$ cat src/bcf_pkg.sv
// Shared constants and types for the branch and call flow controller.
package bcf_pkg;

   // Address widths of the program counter, page extension and largest target.
   localparam int TARGET_W_FULL = 23;
   localparam int PC_W          = 16;
   localparam int PAGE_W        = 7;
   localparam int CNT_W         = 3;

   // Reset values of the program counter and the page extension register.
   localparam logic [PC_W-1:0]   PC_RESET   = 16'hFF80;
   localparam logic [PAGE_W-1:0] PAGE_RESET = 7'h00;

   // Address steps: sequential step, word lengths and delay slot size.
   localparam logic [PC_W-1:0] PC_STEP    = 16'h0001;
   localparam logic [PC_W-1:0] LEN_IMM    = 16'h0002;
   localparam logic [PC_W-1:0] LEN_ACC    = 16'h0001;
   localparam logic [PC_W-1:0] SLOT_WORDS = 16'h0002;

   // Cycle costs of each operation.
   localparam logic [CNT_W-1:0] CYC_IMM_ND  = 3'h4;
   localparam logic [CNT_W-1:0] CYC_IMM_D   = 3'h2;
   localparam logic [CNT_W-1:0] CYC_ACC_ND  = 3'h6;
   localparam logic [CNT_W-1:0] CYC_ACC_D   = 3'h4;
   localparam logic [CNT_W-1:0] CYC_COND_T  = 3'h5;
   localparam logic [CNT_W-1:0] CYC_COND_NT = 3'h3;
   localparam logic [CNT_W-1:0] CYC_COND_D  = 3'h3;
   localparam logic [CNT_W-1:0] CNT_ONE     = 3'h1;

   // Flow operation codes presented by the decoder.
   typedef enum logic [2:0] {
      K_FAR_IMM  = 3'h0,
      K_FAR_ACC  = 3'h1,
      K_CALL_IMM = 3'h2,
      K_CALL_ACC = 3'h3,
      K_CALL_CND = 3'h4
   } bcf_kind_e;

   // Controller states, Gray coded.
   typedef enum logic {
      ST_IDLE = 1'b0,
      ST_RUN  = 1'b1
   } bcf_state_e;

endpackage : bcf_pkg

$ cat src/bcf_cost_if.sv
// Carrier between the flow controller and its cycle cost table.
`timescale 1ns/1ns
interface bcf_cost_if;
   import bcf_pkg::*;
   bcf_kind_e          kind;
   logic               delayed;
   logic               taken;
   logic [CNT_W-1:0]   cycles;
   modport ctrl (output kind, output delayed, output taken, input cycles);
   modport table_p (input kind, input delayed, input taken, output cycles);
endinterface : bcf_cost_if

$ cat src/bcf_flow_ctrl.sv
// Far branch and subroutine call flow controller with cycle accounting.
`timescale 1ns/1ns
// Overview of operation
// - Immediate far jump loads counter and page together.
// - Accumulator far jump uses low TGT_W accumulator bits.
// - Far jumps cost 4/2 or 6/4 cycles.
// - Push return address before counter is overwritten.
// - Call target: second word or accumulator low 16.
// - Non-delayed call discards two fetched words.
// - Delayed call runs the slot, no flush.
// - Calls cost 4/2 or 6/4 cycles.
// - Conditional call proceeds only when condition holds.
// - Non-delayed conditional flushes only when taken.
// - Delayed conditional always runs slot; condition independent.
// - Conditional call costs 5/3 or 3/3.
// - Page extension is seven bits wide.
// - Counter takes bits 15-0, page upper bits.
// - Sequential flow increments only the counter.
module bcf_flow_ctrl
   import bcf_pkg::*;
#(
   parameter int TGT_W = TARGET_W_FULL
)
(
   input  wire logic                      CLOCK,
   input  wire logic                      RST_N,
   input  wire logic                      OP_VALID,
   input  wire logic [2:0]                OP_KIND,
   input  wire logic                      OP_DELAYED,
   input  wire logic                      OP_ACC_SEL,
   input  wire logic [TARGET_W_FULL-1:0]  OP_OPERAND,
   input  wire logic [TARGET_W_FULL-1:0]  ACC_A,
   input  wire logic [TARGET_W_FULL-1:0]  ACC_B,
   input  wire logic                      COND_MET,
   input  wire logic                      SEQ_STEP,
   output logic                           BUSY,
   output logic                           FLUSH,
   output logic                           STACK_PUSH,
   output logic [PC_W-1:0]                STACK_DATA,
   output logic [PC_W-1:0]                PC,
   output logic [PAGE_W-1:0]              PAGE
);

   bcf_state_e                state_ff;
   bcf_state_e                nxt_state;
   logic [CNT_W-1:0]          cnt_ff;
   logic                      is_far_ff;
   logic                      taken_ff;
   logic [PC_W-1:0]           tgt_pc_ff;
   logic [PAGE_W-1:0]         tgt_page_ff;
   logic [PC_W-1:0]           ret_ff;
   logic                      push_ff;
   logic                      flush_ff;
   logic [PC_W-1:0]           pc_ff;
   logic [PAGE_W-1:0]         page_ff;
   bcf_kind_e                 op_kind;
   logic                      kind_ok;
   logic                      accept;
   logic                      last;
   logic                      is_far;
   logic                      is_call;
   logic                      taken;
   logic [TARGET_W_FULL-1:0]  acc_sel;
   logic [TARGET_W_FULL-1:0]  nxt_tgt;
   logic [PC_W-1:0]           nxt_ret;
   logic [PC_W-1:0]           op_len;

   bcf_cost_if cost_bus ();

   // Keeps only the target bits that the variant implements.
   function automatic logic [TARGET_W_FULL-1:0] clip_target(
      input logic [TARGET_W_FULL-1:0] t);
      logic [TARGET_W_FULL-1:0] r;
      r = '0;
      for (int i = 0; i < TGT_W; i++)
      begin
         r[i] = t[i];
      end
      return r;
   endfunction : clip_target

   // Decodes the presented operation.
   assign op_kind = bcf_kind_e'(OP_KIND);
   assign kind_ok = (OP_KIND <= K_CALL_CND);
   assign accept  = (state_ff == ST_IDLE) && OP_VALID && kind_ok;
   assign last    = (state_ff == ST_RUN) && (cnt_ff == CNT_ONE);
   assign is_far  = (op_kind == K_FAR_IMM) || (op_kind == K_FAR_ACC);
   assign is_call = !is_far;
   assign taken   = (op_kind != K_CALL_CND) || COND_MET;
   assign acc_sel = OP_ACC_SEL ? ACC_B : ACC_A;

   // Chooses the target and the return address of the operation.
   always_comb
   begin
      case (op_kind)
         K_FAR_IMM : nxt_tgt = clip_target(OP_OPERAND);
         K_FAR_ACC : nxt_tgt = clip_target(acc_sel);
         K_CALL_ACC : nxt_tgt = {{PAGE_W{1'b0}}, acc_sel[PC_W-1:0]};
         default : nxt_tgt = {{PAGE_W{1'b0}}, OP_OPERAND[PC_W-1:0]};
      endcase
      op_len  = (op_kind == K_FAR_ACC || op_kind == K_CALL_ACC) ? LEN_ACC : LEN_IMM;
      nxt_ret = pc_ff + op_len + (OP_DELAYED ? SLOT_WORDS : '0);
   end

   // The cost table turns operation, delay form and outcome into cycles.
   assign cost_bus.kind    = op_kind;
   assign cost_bus.delayed = OP_DELAYED;
   assign cost_bus.taken   = taken;

   bcf_cost_table u_cost (
      .cost (cost_bus)
   );

   // Next state of the controller.
   always_comb
   begin
      case (state_ff)
         ST_IDLE : nxt_state = accept ? ST_RUN : ST_IDLE;
         ST_RUN : nxt_state = last ? ST_IDLE : ST_RUN;
         default : nxt_state = ST_IDLE;
      endcase
   end

   // State register.
   always_ff @(posedge CLOCK)
   begin
      if (!RST_N)
         state_ff <= ST_IDLE;
      else
         state_ff <= nxt_state;
   end

   // Remaining cycle count; the accept cycle is the first of the cost.
   always_ff @(posedge CLOCK)
   begin
      if (!RST_N)
         cnt_ff <= '0;
      else if (accept)
         cnt_ff <= cost_bus.cycles - CNT_ONE;
      else if (state_ff == ST_RUN)
         cnt_ff <= cnt_ff - CNT_ONE;
   end

   // Captures target, outcome and return address when the operation is accepted.
   // The condition is sampled here, so slot instructions cannot change it.
   always_ff @(posedge CLOCK)
   begin
      if (!RST_N)
      begin
         is_far_ff   <= 1'b0;
         taken_ff    <= 1'b0;
         tgt_pc_ff   <= '0;
         tgt_page_ff <= PAGE_RESET;
         ret_ff      <= '0;
      end
      else if (accept)
      begin
         is_far_ff   <= is_far;
         taken_ff    <= taken;
         tgt_pc_ff   <= nxt_tgt[PC_W-1:0];
         tgt_page_ff <= nxt_tgt[TARGET_W_FULL-1:PC_W];
         ret_ff      <= nxt_ret;
      end
   end

   // Stack push strobe in the first run cycle, ahead of the counter load.
   always_ff @(posedge CLOCK)
   begin
      if (!RST_N)
         push_ff <= 1'b0;
      else
         push_ff <= accept && is_call && taken;
   end

   // Flush strobe: only non-delayed taken operations discard the two words.
   // Delayed forms rely on the slot holding no discontinuity.
   always_ff @(posedge CLOCK)
   begin
      if (!RST_N)
         flush_ff <= 1'b0;
      else
         flush_ff <= accept && !OP_DELAYED && taken;
   end

   // Program counter: target or fall-through at the end, else sequential step.
   always_ff @(posedge CLOCK)
   begin
      if (!RST_N)
         pc_ff <= PC_RESET;
      else if (last)
         pc_ff <= taken_ff ? tgt_pc_ff : ret_ff;
      else if ((state_ff == ST_IDLE) && !accept && SEQ_STEP)
         pc_ff <= pc_ff + PC_STEP;
   end

   // Page extension changes only on a far jump, never on sequential flow.
   always_ff @(posedge CLOCK)
   begin
      if (!RST_N)
         page_ff <= PAGE_RESET;
      else if (last && is_far_ff)
         page_ff <= tgt_page_ff;
   end

   // Outputs.
   assign BUSY       = (state_ff == ST_RUN);
   assign FLUSH      = flush_ff;
   assign STACK_PUSH = push_ff;
   assign STACK_DATA = ret_ff;
   assign PC         = pc_ff;
   assign PAGE       = page_ff;

   logic acc_fi;
   logic acc_fa;
   logic acc_cc;
   logic [PC_W-1:0] tgt16;
   assign acc_fi = accept && (op_kind == K_FAR_IMM);
   assign acc_fa = accept && (op_kind == K_FAR_ACC);
   assign acc_cc = accept && (op_kind == K_CALL_CND);
   assign tgt16  = nxt_tgt[PC_W-1:0];
endmodule : bcf_flow_ctrl

$ cat src/bcf_cost_table.sv
// Cycle cost table of the far branch and call operations.
`timescale 1ns/1ns
module bcf_cost_table
   import bcf_pkg::*;
(
   bcf_cost_if.table_p cost
);

   // Picks the cycle count from operation, delay form and condition result.
   always_comb
   begin
      case (cost.kind)
         K_FAR_IMM, K_CALL_IMM : cost.cycles = cost.delayed ? CYC_IMM_D : CYC_IMM_ND;
         K_FAR_ACC, K_CALL_ACC : cost.cycles = cost.delayed ? CYC_ACC_D : CYC_ACC_ND;
         K_CALL_CND :
            cost.cycles = cost.delayed ? CYC_COND_D :
                          (cost.taken ? CYC_COND_T : CYC_COND_NT);
         default : cost.cycles = CYC_IMM_D;
      endcase
   end

endmodule : bcf_cost_table

$ cat config.mk
export PLATFORM = sky130hd
export DESIGN_NAME = bcf_flow_ctrl
export DESIGN_NICKNAME = d
export VERILOG_FILES = /design/src/bcf_pkg.sv /design/src/bcf_cost_if.sv /design/src/bcf_flow_ctrl.sv /design/src/bcf_cost_table.sv
export SDC_FILE = /design/constraint.sdc
export NUM_CORES = 1
export LEC_CHECK = 0
export BUFFER_PORTS_ARGS = -buffer_cell sky130_fd_sc_hd__buf_2
export CAP_MARGIN = 40
export CORE_MARGIN = 4
export CORE_UTILIZATION = 35
export CTS_CLUSTER_DIAMETER = 80
export DETAILED_ROUTE_END_ITERATION = 6
export PLACE_DENSITY = 0.7
export SLEW_MARGIN = 20
export SYNTH_ARGS = -nofsm -noshare
export SYNTH_HDL_FRONTEND = slang
export SYNTH_SLANG_ARGS = --single-unit
$ cat constraint.sdc
create_clock -name CLOCK -period 3.5 [get_ports CLOCK]
set_input_delay 0.525 -clock CLOCK [delete_from_list [all_inputs] [get_ports CLOCK]]
set_output_delay 0.525 -clock CLOCK [all_outputs]
set_load 0.05 [all_outputs]
Word level (Yosys, flattened, before mapping)
Cells that the tools add are included.
{"block": "classes", "add_sub_neg": 5, "magnitude_cmp": 1, "eq_ne": 6, "muxes": 17, "bitwise": 1, "reduce_logical": 21}
{"operator": "23-bit case mux with 3 select lines", "n": 1}
{"operator": "16-bit 2-to-1 mux", "n": 3}
{"operator": "16-bit by 2-bit adder with 16-bit output", "n": 2}
{"operator": "23-bit 2-to-1 mux", "n": 1}
{"operator": "16-bit by 1-bit adder with 16-bit output, second input constant", "n": 1}
{"operator": "3-bit 2-to-1 mux", "n": 5}
{"operator": "1-bit logical AND", "n": 10}
{"operator": "3-bit case mux with 3 select lines", "n": 1}
{"operator": "3-bit by 1-bit equality test with 1-bit output, second input constant", "n": 2}
{"operator": "3-bit by 2-bit equality test with 1-bit output, second input constant", "n": 2}
{"operator": "2-bit 2-to-1 mux", "n": 3}
{"operator": "3-bit by 1-bit subtractor with 3-bit output, second input constant", "n": 2}
{"operator": "2-bit nonzero test", "n": 2}
{"operator": "2-bit OR reduction", "n": 2}
{"operator": "3-bit equality test, second input constant", "n": 1}
{"operator": "3-bit <= comparator, second input constant", "n": 1}
{"operator": "1-bit logical NOT", "n": 3}
{"operator": "3-bit logical NOT", "n": 1}
{"operator": "1-bit logical OR", "n": 3}
{"operator": "3-bit inequality test, second input constant", "n": 1}
{"operator": "1-bit 2-to-1 mux", "n": 2}
{"operator": "1-bit case mux with 2 select lines", "n": 1}
{"operator": "1-bit NOT", "n": 1}
{"block": "word_totals", "regBits": 70, "inputBits": 79, "output_inout_bits": 42}

Longest topological paths before layout
Gate-level depths: netlist (run 1).
{"block": "depth", "depth_word": 8, "ltp_mapped": 12, "depth_no_buf": 9}

Hierarchy
From an unflattened synthesis (run 1), not the netlist that was laid out.
{"block": "hier_totals", "hier_cells": 497, "hier_area_um2": 4102.7}
{"mod": "bcf_flow_ctrl", "n_inst": 1, "cells_each": 491, "area_per_inst_um2": 4058.9, "seq_area_each_um2": 1401.3}
{"mod": "bcf_cost_table", "n_inst": 1, "cells_each": 6, "area_per_inst_um2": 43.8, "seq_area_each_um2": 0.0}

Least setup slack after synthesis (run 1)
OpenSTA, ideal clock, no wires.
{"block": "synth_timing", "path_kind": "in2reg", "startpoint": "input OP_KIND[0]", "endpoint": "register ret_ff[7], in the netlist STACK_DATA[7]", "arrival_ps": 2857, "required_ps": 3414, "path_slack_ps": 558, "stages": 12, "cell_sequence": "buf_2 and2b_1 clkbuf_1 buf_2 fa_1 inv_1 ha_1 fa_1 nand3_1 nor2_1 xnor2_1 a211oi_1"}
{"block": "synth_between", "elab_chain_cells": 5, "elab_cells_between_ends": 8, "classes_between": "2 x add/sub; 1 x order compare; 2 x eq/ne; 1 x mux; 2 x reduce/logical"}
{"item": "start, declared", "line": "bcf_flow_ctrl.sv:28", "rtl": "input wire logic [2:0] OP_KIND,"}
{"item": "3-bit by 1-bit equality test with 1-bit output / 3-bit by 2-bit equality test with 1-bit output (equally long branches)", "line": "bcf_flow_ctrl.sv:101", "rtl": "op_len = (op_kind == K_FAR_ACC || op_kind == K_CALL_ACC) ? LEN_ACC : LEN_IMM;"}
{"item": "1-bit logical OR", "line": "bcf_flow_ctrl.sv:101"}
{"item": "2-bit 2-to-1 mux", "line": "bcf_flow_ctrl.sv:101"}
{"item": "16-bit by 2-bit adder with 16-bit output (2 in a row)", "line": "bcf_flow_ctrl.sv:102", "rtl": "nxt_ret = pc_ff + op_len + (OP_DELAYED ? SLOT_WORDS : '0);"}
{"item": "end signal, assigned", "line": "bcf_flow_ctrl.sv:162", "rtl": "ret_ff <= nxt_ret;"}
{"item": "end, declared", "line": "bcf_flow_ctrl.sv:51", "rtl": "logic [PC_W-1:0] ret_ff;"}
Parallel ways exist; a longest one is shown, timed or not.
A chain may end at the register's enable or synchronous reset.

Worst setup path after layout (run 1)
{"block": "layout_timing", "startpoint": "input OP_KIND[2]", "endpoint": "register ret_ff[9], in the netlist STACK_DATA[9]"}
Same word-level chain as after synthesis.

==> results of run 1 <==
-- worst paths after layout --
kind                   end  slack (ns)  cells after the start        from
min                  FLUSH        0.42                      2  OP_DELAYED
min reg2reg        PAGE[5]        0.46                      2     PAGE[5]
max          STACK_DATA[9]        0.94                     10  OP_KIND[2]
max reg2reg  STACK_DATA[9]        1.03                      9       PC[1]
-- kinds of logic (layout without fill, tap and decap cells) --
group	count (synthesis)	after routing	synth area share, %
AND/OR/NAND/NOR	153	153	18.0
AO/OA/AOI/OAI	122	122	21.2
flip-flops	70	70	36.0
buffers and inverters	50	156	6.55
multiplexers	39	39	10.3
XOR/XNOR	21	21	4.72
adder cells (fa/ha/maj)	9	9	3.27
-- layer usage --
layer | vias to the layer above | GRT usage [%] | part of all wire [%]
met4 | 0 | 3.77 | 1.0
met3 | 15 | 4.51 | 6.5
met2 | 121 | 30.2 | 50
met5 | - | 0 | 0
met1 | 1743 | 21.4 | 42
li1 | 1860 | - | -
-- placed cells by master, fill, tap and decap left out, drive strengths merged, types with 2 or more instances in the layout --
| cell | n |
|---|---|
| o22ai | 2 |
| nand2 | 81 |
| fa | 2 |
| and4 | 3 |
| buf | 130 |
| nand4 | 8 |
| nor2b | 4 |
| nand3 | 18 |
| o2111ai | 7 |
| nand4b | 2 |
| xor2 | 12 |
| mux2i | 30 |
| o21ai | 16 |
| dfxtp | 70 |
| a2111oi | 3 |
| xnor2 | 9 |
| nand2b | 2 |
| nor2 | 19 |
| a31oi | 4 |
| a21oi | 51 |
| nor3b | 3 |
| a211oi | 12 |
| and2b | 2 |
| inv | 11 |
| nor3 | 2 |
| o211ai | 19 |
| and3 | 4 |
| ha | 7 |
| mux2 | 9 |
| clkbuf | 14 |
| o311a | 2 |
| and2 | 2 |
-- stage by stage --
step / hold WS (ns) / std cells / total power [mW]
2_1_floorplan: 0.433 / 464 / 1.19
3_3_place_gp: 0.444 / 693 / 1.31
3_5_place_dp: 0.446 / 695 / 1.33
4_1_cts: 0.404 / 710 / 1.96
5_1_grt: 0.417 / 710 / 2.03
6_report: 0.423 / 710 / 1.94
-- area by class of cell --
type / instances / area (um2) / area share (%)
clock inverters: 1 / 30.0 / 0.633
well taps: 140 / 175 / 3.69
multi-input cells: 344 / 2240 / 47.2
clock buffers: 14 / 153 / 3.22
inverters: 11 / 41.3 / 0.870
flip-flops and latches: 70 / 1400 / 29.5
repair buffers: 130 / 703 / 14.8
-- report_power, final --
group | switching (mW) | leakage (nW) | internal [mW]
sequential | 0.0504 | 0.572 | 0.842
clock | 0.286 | 0.0908 | 0.346
combinational | 0.261 | 1.27 | 0.153
total | 0.598 | 1.93 | 1.34
-- state kept, by name, summed over array words and instances (netlist names) --
register / count
is_far_ff: 1
tgt_page_ff: 7
STACK_PUSH: 1
PAGE: 7
BUSY: 1
cnt_ff: 3
STACK_DATA: 16
PC: 16
taken_ff: 1
FLUSH: 1
tgt_pc_ff: 16
-- worst max-delay path, stage by stage --
cell	delay (ns)
buf_2	0.18
and2b_1	0.25
fa_1	0.49
inv_1	0.04
ha_1	0.21
fa_1	0.41
nand3_1	0.26
nor2b_1	0.10
xnor2_1	0.13
a211oi_1	0.23
==> summary.md, run 1 <==
| Metric | Value |
|---|---|
| Ant diodes | 0 |
| Clock Path Buffers | 2 |
| Top post-synthesis cells by count | nand2_1 (81), dfxtp_1 (70), a21oi_1 (50), mux2i_1 (30), nor2_1 (19) |
| Maximum VDD drop | 0.000218 V |
| Syn Nets | 552 |
| Resize count post-CTS | 0 |
| Site row count | 38 |
| Worst-Skew Late Latency | 0.36 ns |
| Detailed Route Iter0 Violations | 213 |
| Vias | 3739 |
| Post-place instance area | 4560 um2 |
| Fillers | 1072 |
| Clock period minus worst slack | 2.56 ns |
| Worst slack at placement | 0.585 ns |
| Setup CP Type | in2reg |
| Clk slew on worst S/H paths | 0.07 ns |
| Hold crit path type | in2reg |
| Crit path launch type | input pin |
| Ys async rst share | 0% |
| Critical Path RT | 3.77 ns |
| First-pass GRT wire length | 18000 um |
| Final setup fails | 0 |
| Tcrit/Tclk final | 73.1% |
| Total Wirelength | 11200 um |
| Yosys top cell area share | 36.0% |
| Hold Fails Final Rpt | 0 |
| Die Wd | 114 um |
| Vias in the first global route | 3695 |
| Clock skew | 0.00848 ns |
| Routability congestion estimate | 0.839 |
| Overall routing resource usage | 17.3% |
| Fin worst setup slack | 0.940 ns |
| Post-CTS setup buffers | 0 |
| DIE HEIGHT | 114 um |
| Number of I/O port buffers | 120 |
| Drc violations | 0 |
| Most common cell in the netlist | nand2_1 |
| Vias per cell | 5.27 |
| # clock sinks | 70 |
| HPWL after detailed placement | 8430 um |
| CTS Buf Count | 9 |
| NumNets Final | 654 |
| Status | finished clean |
| Slew Limit Fails | 0 |
| Post-Syn Area | 3900 um2 |
| Layout cell share with drive strength beyond 1 | 28.1% |
| Max Fanout on Critical Path | 9 |
| Fin Setup TNS | 0 ns |
| Initial antenna violation count | 0 |
| Crit end category | flip-flop |
| Worst-Margin Slew | 0.777 ns |
| Core Util, Final | 43.6% |
| Die area | 12900 um2 |
| Ranking of synthesized cells by area | dfxtp_1 (36%), nand2_1 (7.8%), mux2i_1 (7.7%) |
| Mapped Cells | 464 |
| Drt pass-1 iters | 4 |
| Netlist cell types | 50 |
| Post-Syn Area per Cell | 8.40 um2 |
| Warnings from Yosys | 0 |
| Lkg Pwr | 1.93 nW |
| EDFF count, synth | 0 |
| Routed len/inst | 15.8 um |
| Clk root buf | clkbuf_8 |
| Arrival time at the worst endpoint | 2.83 ns |
| CTS tree | yes |
| Core Region | 10900 um2 |
| H-tree levels | 3 |
| Fmax | 391 MHz |
| Yosys top cell by area | dfxtp_1 |
| Top_reg_cell synth | dfxtp_1 |
| Area growth from synthesis to layout | 21.8% |
| Pwr/cell area | 409 nW/um2 |
| Starting density of the core | 35.8% |
| Sequential area share after synthesis | 36.0% |
| RSZ-0062 raised after global routing | false |
| Cts hold-fix bufs | 0 |
| Total gr overflow | 0 |
| Antenna-violating nets left | 0 |
| # Max-Cap Violations | 0 |
| Rel. slew slack | 48.0% |
| Maximum number of pins on one net before global-route repair | 43 |
| Final instance area | 4750 um2 |
| Num ports | 121 |
| Seq cells post-synth | 70 |
No activity file was read; power rests on OpenSTA's default activity.
==> run 2: changes to the inputs <==
Settings changed: ABC_AREA set to 1, PLACE_DENSITY 0.7 to 0.72.
Clock period 3.5 ns to 2.2 ns, I/O delays scaled along.
==> run 2 against run 1 <==
Net effect: die area rose by 2.9%; via count is 17% higher; combinational power grew 120%; area after synthesis is 3.1% higher; sequential share of layout area is 2.5 points lower; clock skew fell by 0.00072 ns; critical path type is now reg2reg; critical endpoint is now STACK_DATA[7]; largest power group unchanged; highest routed layer unchanged.
==> summary.md, run 2 <==
| Metric | Value |
|---|---|
| Site row count | 38 (unchanged) |
| Worst-Margin Slew | 0.531 ns (was 0.777 ns) |
| Lkg Pwr | 2.56 nW (was 1.93 nW) |
| Arrival time at the worst endpoint | 2.33 ns (was 2.83 ns) |
| DIE HEIGHT | 115 um (was 114 um) |
| Ranking of synthesized cells by area | dfxtp_1 (35%), nand2_1 (15%), o21ai_0 (9.2%) (was dfxtp_1 (36%), nand2_1 (7.8%), mux2i_1 (7.7%)) |
| Warnings from Yosys | 0 (unchanged) |
| Reg2Reg Depth | 10 (was 9) |
| Cell count after placement | 876 (was 695) |
| Drc violations | 0 (unchanged) |
| Cts hold-fix bufs | 0 (unchanged) |
| Clock period minus worst slack | 2.11 ns |
| Ant diodes | 0 (unchanged) |
| Post-Syn Area per Cell | 6.44 um2 (was 8.40 um2) |
| Rel. slew slack | 64.5% (was 48.0%) |
| Setup crit start | PC[1] (was OP_KIND[2]) |
| # clock sinks | 70 (unchanged) |
| Total gr overflow | 0 (unchanged) |
| Slew Limit Fails | 0 (unchanged) |
| # Max-Cap Violations | 0 (unchanged) |
| Die area | 13300 um2 (was 12900 um2) |
| Vias | 4368 (was 3739) |
| Netlist cell types | 27 (was 50) |
| Fillers | 1171 (was 1072) |
| CP Depth | 10 (unchanged) |
| Overall routing resource usage | 18.3% (was 17.3%) |
| Die Wd | 115 um (was 114 um) |
| Resize count post-CTS | 0 (unchanged) |
| Syn Nets | 712 (was 552) |
| Clock Path Buffers | 2 (unchanged) |
| Most common cell on crit path | inv_1 (was fa_1) |
| Setup CP Type | reg2reg (was in2reg) |
| CP delay by family, top | adder cells (unchanged) |
| Area growth from synthesis to layout | 28.9% (was 21.8%) |
| Initial antenna violation count | 0 (unchanged) |
| Yosys top cell area share | 34.9% (was 36.0%) |
| Starting density of the core | 36.4% (was 35.8%) |
| Crit path largest cell delay | 0.47 ns (was 0.49 ns) |
| Total Wirelength | 12100 um (was 11200 um) |
| RSZ-0062 raised after global routing | false (unchanged) |
| Non-filler instance count after layout | 892 (was 710) |
| Routability congestion estimate | 0.905 (was 0.839) |
| First-pass GRT wire length | 19400 um (was 18000 um) |
| Post-CTS setup buffers | 0 (unchanged) |
| Hold Fails Final Rpt | 0 (unchanged) |
| CTS tree | yes (unchanged) |
| Maximum VDD drop | 0.000355 V (was 0.000218 V) |
| Most common cell in the netlist | nand2_1 (unchanged) |
| Number of I/O port buffers | 120 (unchanged) |
| HPWL after detailed placement | 9040 um (was 8430 um) |
| Seq cells post-synth | 70 (unchanged) |
| Buffers and inverters on the worst path | 3 (was 2) |
| Drt pass-1 iters | 5 (was 4) |
| Routed len/inst | 13.6 um (was 15.8 um) |
| Tcrit/Tclk final | 95.7% |
| Crit path launch type | flip-flop (was input pin) |
| Yosys top cell by area | dfxtp_1 (unchanged) |
| Commonest cells after routing, fill and taps aside | nand2_1 (163), buf_2 (120), o21ai_0 (72) (was buf_2 (120), nand2_1 (81), dfxtp_1 (70)) |
| Mapped Cells | 624 (was 464) |
| EDFF count, synth | 0 (unchanged) |
| CP cell instances | inv_1 -> fa_1 -> inv_1 -> ha_2 -> fa_2 -> nand2_1 -> nor2_1 -> xor2_1 -> o21ai_0 -> inv_1 (was buf_2 -> and2b_1 -> fa_1 -> inv_1 -> ha_1 -> fa_1 -> nand3_1 -> nor2b_1 -> xnor2_1 -> a211oi_1) |
| Crit end category | flip-flop (unchanged) |
| Top_reg_cell synth | dfxtp_1 (unchanged) |
| Clk slew on worst S/H paths | 0.06 ns (was 0.07 ns) |
| Ys async rst share | 0% (unchanged) |
| Critical Path RT | 2.42 ns (was 3.77 ns) |
| Sequential area share after synthesis | 34.9% (was 36.0%) |
| RR Startpoint | PC[1] (unchanged) |
| Antenna-violating nets left | 0 (unchanged) |
| NumNets Final | 835 (was 654) |
| Fmax | 475 MHz |
| Register area | 1400 um2 (about the same) |
| Clock skew | 0.00776 ns (was 0.00848 ns) |
| Num ports | 121 (unchanged) |
| Setup crit end | STACK_DATA[7] (was STACK_DATA[9]) |
| Worst-Skew Late Latency | 0.33 ns (was 0.36 ns) |
| Multi-input logic area | 2280 um2 (was 2240 um2) |
| R2R Path End | STACK_DATA[7] (was STACK_DATA[9]) |
| Layout cell share with drive strength beyond 1 | 23.8% (was 28.1%) |
| Hold crit path type | in2reg (unchanged) |
| Post-Syn Area | 4020 um2 (was 3900 um2) |
| Final setup fails | 0 (unchanged) |
| Detailed Route Iter0 Violations | 282 (was 213) |
| Commonest non-fill, non-tap cell in the layout | nand2_1 (was buf_2) |
| R2R Setup Slk | 0.09 ns (was 1.03 ns) |
| Hold WS | 0.257 ns (was 0.423 ns) |
| Critical path's slowest cell | fa_1 (unchanged) |
| H-tree levels | 3 (unchanged) |
| Pwr/cell area | 738 nW/um2 (was 409 nW/um2) |
| CTS Buf Count | 9 (unchanged) |
| Vias in the first global route | 3878 (was 3695) |
| Maximum number of pins on one net before global-route repair | 41 (was 43) |
| Top post-synthesis cells by count | nand2_1 (165), o21ai_0 (74), dfxtp_1 (70), nor2_1 (65), inv_1 (58) (was nand2_1 (81), dfxtp_1 (70), a21oi_1 (50), mux2i_1 (30), nor2_1 (19)) |
| Status | finished clean (unchanged) |
| Clk root buf | clkbuf_16 (was clkbuf_8) |
| Max Fanout on Critical Path | 3 (was 9) |
| Vias per cell | 4.90 (was 5.27) |
| Core Region | 11000 um2 (was 10900 um2) |
| Tot Pwr | 3.83 mW (was 1.94 mW) |
[run 2: metal layers]
metal  global-route usage [%]  up-vias  part of all wire (%)
met2                     26.3      130                    42
met3                     3.47       14                   5.9
met1                     26.9     1923                    50
met5                        0        -                     0
met4                     7.28        0                   1.6
li1                         -     2301                     -
[run 2: area by class of cell]
cell class | instances | share of cell area (%)
Clock buffer | 10 | 4.61
Clock inverter | 6 | 1.18
Inverter | 60 | 4.64
Multi-Input combinational cell | 462 | 44.1
Sequential cell | 70 | 27.1
Tap cell | 140 | 3.38
Timing Repair Buffer | 144 | 15.1
[run 2: kinds of logic after synthesis]
kind of cell    count (synthesis)  share of synthesized area [%]
flops                          70                           34.9
fa+ha+maj                       9                           3.17
xor+xnor                       14                           3.05
simple gates                  290                           29.6
buf+inv                        92                           9.18
mux                             1                          0.249
compound gates                148                           19.9
[run 2: how the worst min path moves through the flow]
stage,startpoint,end,cells past startpoint
floorplan,cnt_ff[2],cnt_ff[2],2
global placement,PAGE[1],PAGE[1],2
detailed placement,PAGE[1],PAGE[1],2
CTS,OP_OPERAND[4],tgt_pc_ff[4],3
global route,OP_OPERAND[3],tgt_pc_ff[3],3
finish,OP_OPERAND[12],tgt_pc_ff[12],3
[run 2: per-stage QoR]
step	setup TNS, ns	worst slack, ns	area (um2)	utilization [%]
2_1_floorplan	-0.306	-0.154	4080	-
6_report	0	0.0947	5180	47.0
5_1_grt	0	0.0207	5180	47.0
4_1_cts	0	0.0652	5180	47.0
3_5_place_dp	-1.58	-0.255	4880	44.3
3_3_place_gp	-1.16	-0.221	4880	44.3
[run 2: tightest hold or removal path: stages]
cell,delay (ns)
buf_2,0.09
nand2_1,0.05
a31oi_1,0.07
[run 2: where the power goes]
group	switching [mW]	internal, mW	total (mW)
Sequential	0.0985	1.37	1.47
Combinational	0.613	0.288	0.901
Clock	0.556	0.904	1.46
Total	1.27	2.56	3.83
==> run 3: changes to the inputs <==
Settings changed: CORE_MARGIN 4 to unset, SETUP_SLACK_MARGIN set to 0.5.
==> run 3 against run 2 <==
Net effect: global-route usage is 2.4 points higher; count of clock-buffer cells in the layout up 3; register-to-register slack is essentially flat; core utilization increased by 1.6 points; combinational power up 3.9%; final area is 3.5% higher; clock skew increased by 0.0014 ns; sequential share of layout area fell by 0.76 points; sequential power about the same; first-iteration DRC count shrank 33%; via count grew 2.2%.
==> summary.md, run 3 (synthesis results as in run 2) <==
| Metric | Value |
|---|---|
| Starting density of the core | 36.4% (unchanged) |
| RR Startpoint | PC[1] (unchanged) |
| Site row count | 38 (unchanged) |
| CTS tree | yes (unchanged) |
| Final instance area | 5360 um2 (was 5180 um2) |
| Num ports | 121 (unchanged) |
| Area growth from synthesis to layout | 33.4% (was 28.9%) |
| Tcrit/Tclk final | 95.1% (was 95.7%) |
| Clock period minus worst slack | 2.09 ns (was 2.11 ns) |
| Hold depth | 3 (unchanged) |
| H-tree levels | 3 (unchanged) |
| Vias | 4463 (was 4368) |
| Layout cell share with drive strength beyond 1 | 26.8% (was 23.8%) |
| Pwr/cell area | 739 nW/um2 (was 738 nW/um2) |
| Slew Limit Fails | 0 (unchanged) |
| Worst Min Path Start | OP_OPERAND[4] (was OP_OPERAND[12]) |
| Tot Pwr | 3.96 mW (was 3.83 mW) |
| Antenna-violating nets left | 0 (unchanged) |
| DIE HEIGHT | 109 um (was 115 um) |
| Clk root buf | clkbuf_16 (unchanged) |
| Crit end category | flip-flop (unchanged) |
| Core Util, Final | 48.6% (was 47.0%) |
| Number of I/O port buffers | 120 (unchanged) |
| Reg2Reg Depth | 12 (was 10) |
| Final setup fails | 0 (unchanged) |
| CTS Buf Count | 9 (unchanged) |
| Drt pass-1 iters | 4 (was 5) |
| Maximum number of pins on one net before global-route repair | 41 (unchanged) |
| Hold crit path type | in2reg (unchanged) |
| Clock skew | 0.00919 ns (was 0.00776 ns) |
| WHS Endpoint | tgt_pc_ff[4] (was tgt_pc_ff[12]) |
| Clk slew on worst S/H paths | 0.06 ns (about the same) |
| Worst-Skew Late Latency | 0.34 ns (was 0.33 ns) |
| Total gr overflow | 0 (unchanged) |
| Arrival time at the worst endpoint | 2.32 ns (was 2.33 ns) |
| Ant diodes | 0 (unchanged) |
| # clock sinks | 70 (unchanged) |
| Cell count after placement | 877 (was 876) |
| Initial antenna violation count | 0 (unchanged) |
| Total Wirelength | 12000 um (was 12100 um) |
| First-pass GRT wire length | 19200 um (was 19400 um) |
| Fmax | 478 MHz (was 475 MHz) |
| Worst-Margin Slew | 0.665 ns (was 0.531 ns) |
| Setup crit start | PC[1] (unchanged) |
| RSZ-0062 raised after global routing | true (was false) |
| Routability congestion estimate | 0.892 (was 0.905) |
| Worst slack at placement | -0.255 ns (about the same) |
| Clock Path Buffers | 2 (unchanged) |
| Post-place instance area | 4910 um2 (was 4880 um2) |
| Max Fanout on Critical Path | 3 (unchanged) |
| Status | finished clean (unchanged) |
| Critical Path RT | 2.43 ns (was 2.42 ns) |
| Rel. slew slack | 55.6% (was 64.5%) |
| Non-filler instance count after layout | 897 (was 892) |
| Setup CP Type | reg2reg (unchanged) |
| Lkg Pwr | 2.59 nW (was 2.56 nW) |
| Die area | 11900 um2 (was 13300 um2) |
| Detailed Route Iter0 Violations | 188 (was 282) |
| Commonest non-fill, non-tap cell in the layout | nand2_1 (unchanged) |
| # Max-Cap Violations | 0 (unchanged) |
| Vias per cell | 4.98 (was 4.90) |
| Maximum VDD drop | 0.000304 V (was 0.000355 V) |
| Overall routing resource usage | 20.7% (was 18.3%) |
| R2R Setup Slk | 0.11 ns (was 0.09 ns) |
| Vias in the first global route | 3968 (was 3878) |
| Core Region | 11000 um2 (unchanged) |
| Commonest cells after routing, fill and taps aside | nand2_1 (161), buf_2 (120), o21ai_0 (65) (was nand2_1 (163), buf_2 (120), o21ai_0 (72)) |
| HPWL after detailed placement | 8670 um (was 9040 um) |
| Die Wd | 109 um (was 115 um) |
| Fin worst setup slack | 0.107 ns (was 0.0947 ns) |
| Hold Fails Final Rpt | 0 (unchanged) |
| R2R Path End | STACK_DATA[11] (was STACK_DATA[7]) |
| Drc violations | 0 (unchanged) |
| Crit path launch type | flip-flop (unchanged) |
| Routed len/inst | 13.4 um (was 13.6 um) |
| NumNets Final | 840 (was 835) |
## run 3: changes by cell type in the layout (fill, tap and decap cells not counted), sizes merged
cell | previous run | this run
clkbuf | 10 | 13
bufinv | 1 | 2
inv | 60 | 59
clkinvlp | 1 | 2
clkinv | 4 | 0
buf | 144 | 149
## run 3: through the flow
stage	setup TNS, ns	hold WS (ns)
floorplan	-0.289	0.444
global placement	-0.977	0.451
detailed placement	-1.23	0.452
CTS	0	0.252
global route	-0.00751	0.274
finish	0	0.260
## run 3: where the power goes
group          switching (mW)  internal [mW]  total (mW)
registers              0.0946           1.37        1.46
clock network           0.537           1.02        1.56
logic                   0.632          0.304       0.936
total                    1.26           2.70        3.96
## run 3: worst max path at each step
stage	endpoint	slack (ns)	cells after the start
2_1_floorplan	STACK_DATA[11]	-0.15	15
3_3_place_gp	STACK_DATA[11]	-0.23	15
3_5_place_dp	STACK_DATA[11]	-0.25	15
4_1_cts	STACK_DATA[11]	0.10	12
5_1_grt	STACK_DATA[11]	-0.008	12
6_report	STACK_DATA[11]	0.11	12
## run 3: worst max-delay path: stages, from the launching register on
cell and delay, ns:
dfxtp_2 0.33, inv_2 0.04, fa_1 0.47, inv_1 0.04, ha_2 0.18, fa_2 0.37, inv_2 0.08, nor2_4 0.04
nand2_2 0.08, nor2_2 0.04, xor2_1 0.13, o21ai_1 0.12, inv_1 0.04
## run 3: layer usage
layer,track usage [%],vias to the layer above,wire (um)
met5,0,-,0
met4,7.90,0,233
met3,4.36,20,865
met2,30.5,169,5120
met1,29.3,1961,5810
li1,-,2313,-
## run 3: layout make-up
cell class	count	area (um2)
Clock buffer	13	250
Clock inverter	3	67.6
Fill cell	1130	5670
Inverter	60	244
Multi-Input combinational cell	462	2390
Sequential cell	70	1410
Tap cell	140	175
Timing Repair Buffer	149	826
## run 3: what timing repair did
item / in CTS / in global routing
gates resized for setup: 9 / 17
buffers inserted: 1 / 3
pin swaps: 4 / 3
hold buffers: 0 / 0
endpoints found under the setup margin: 13 / 21
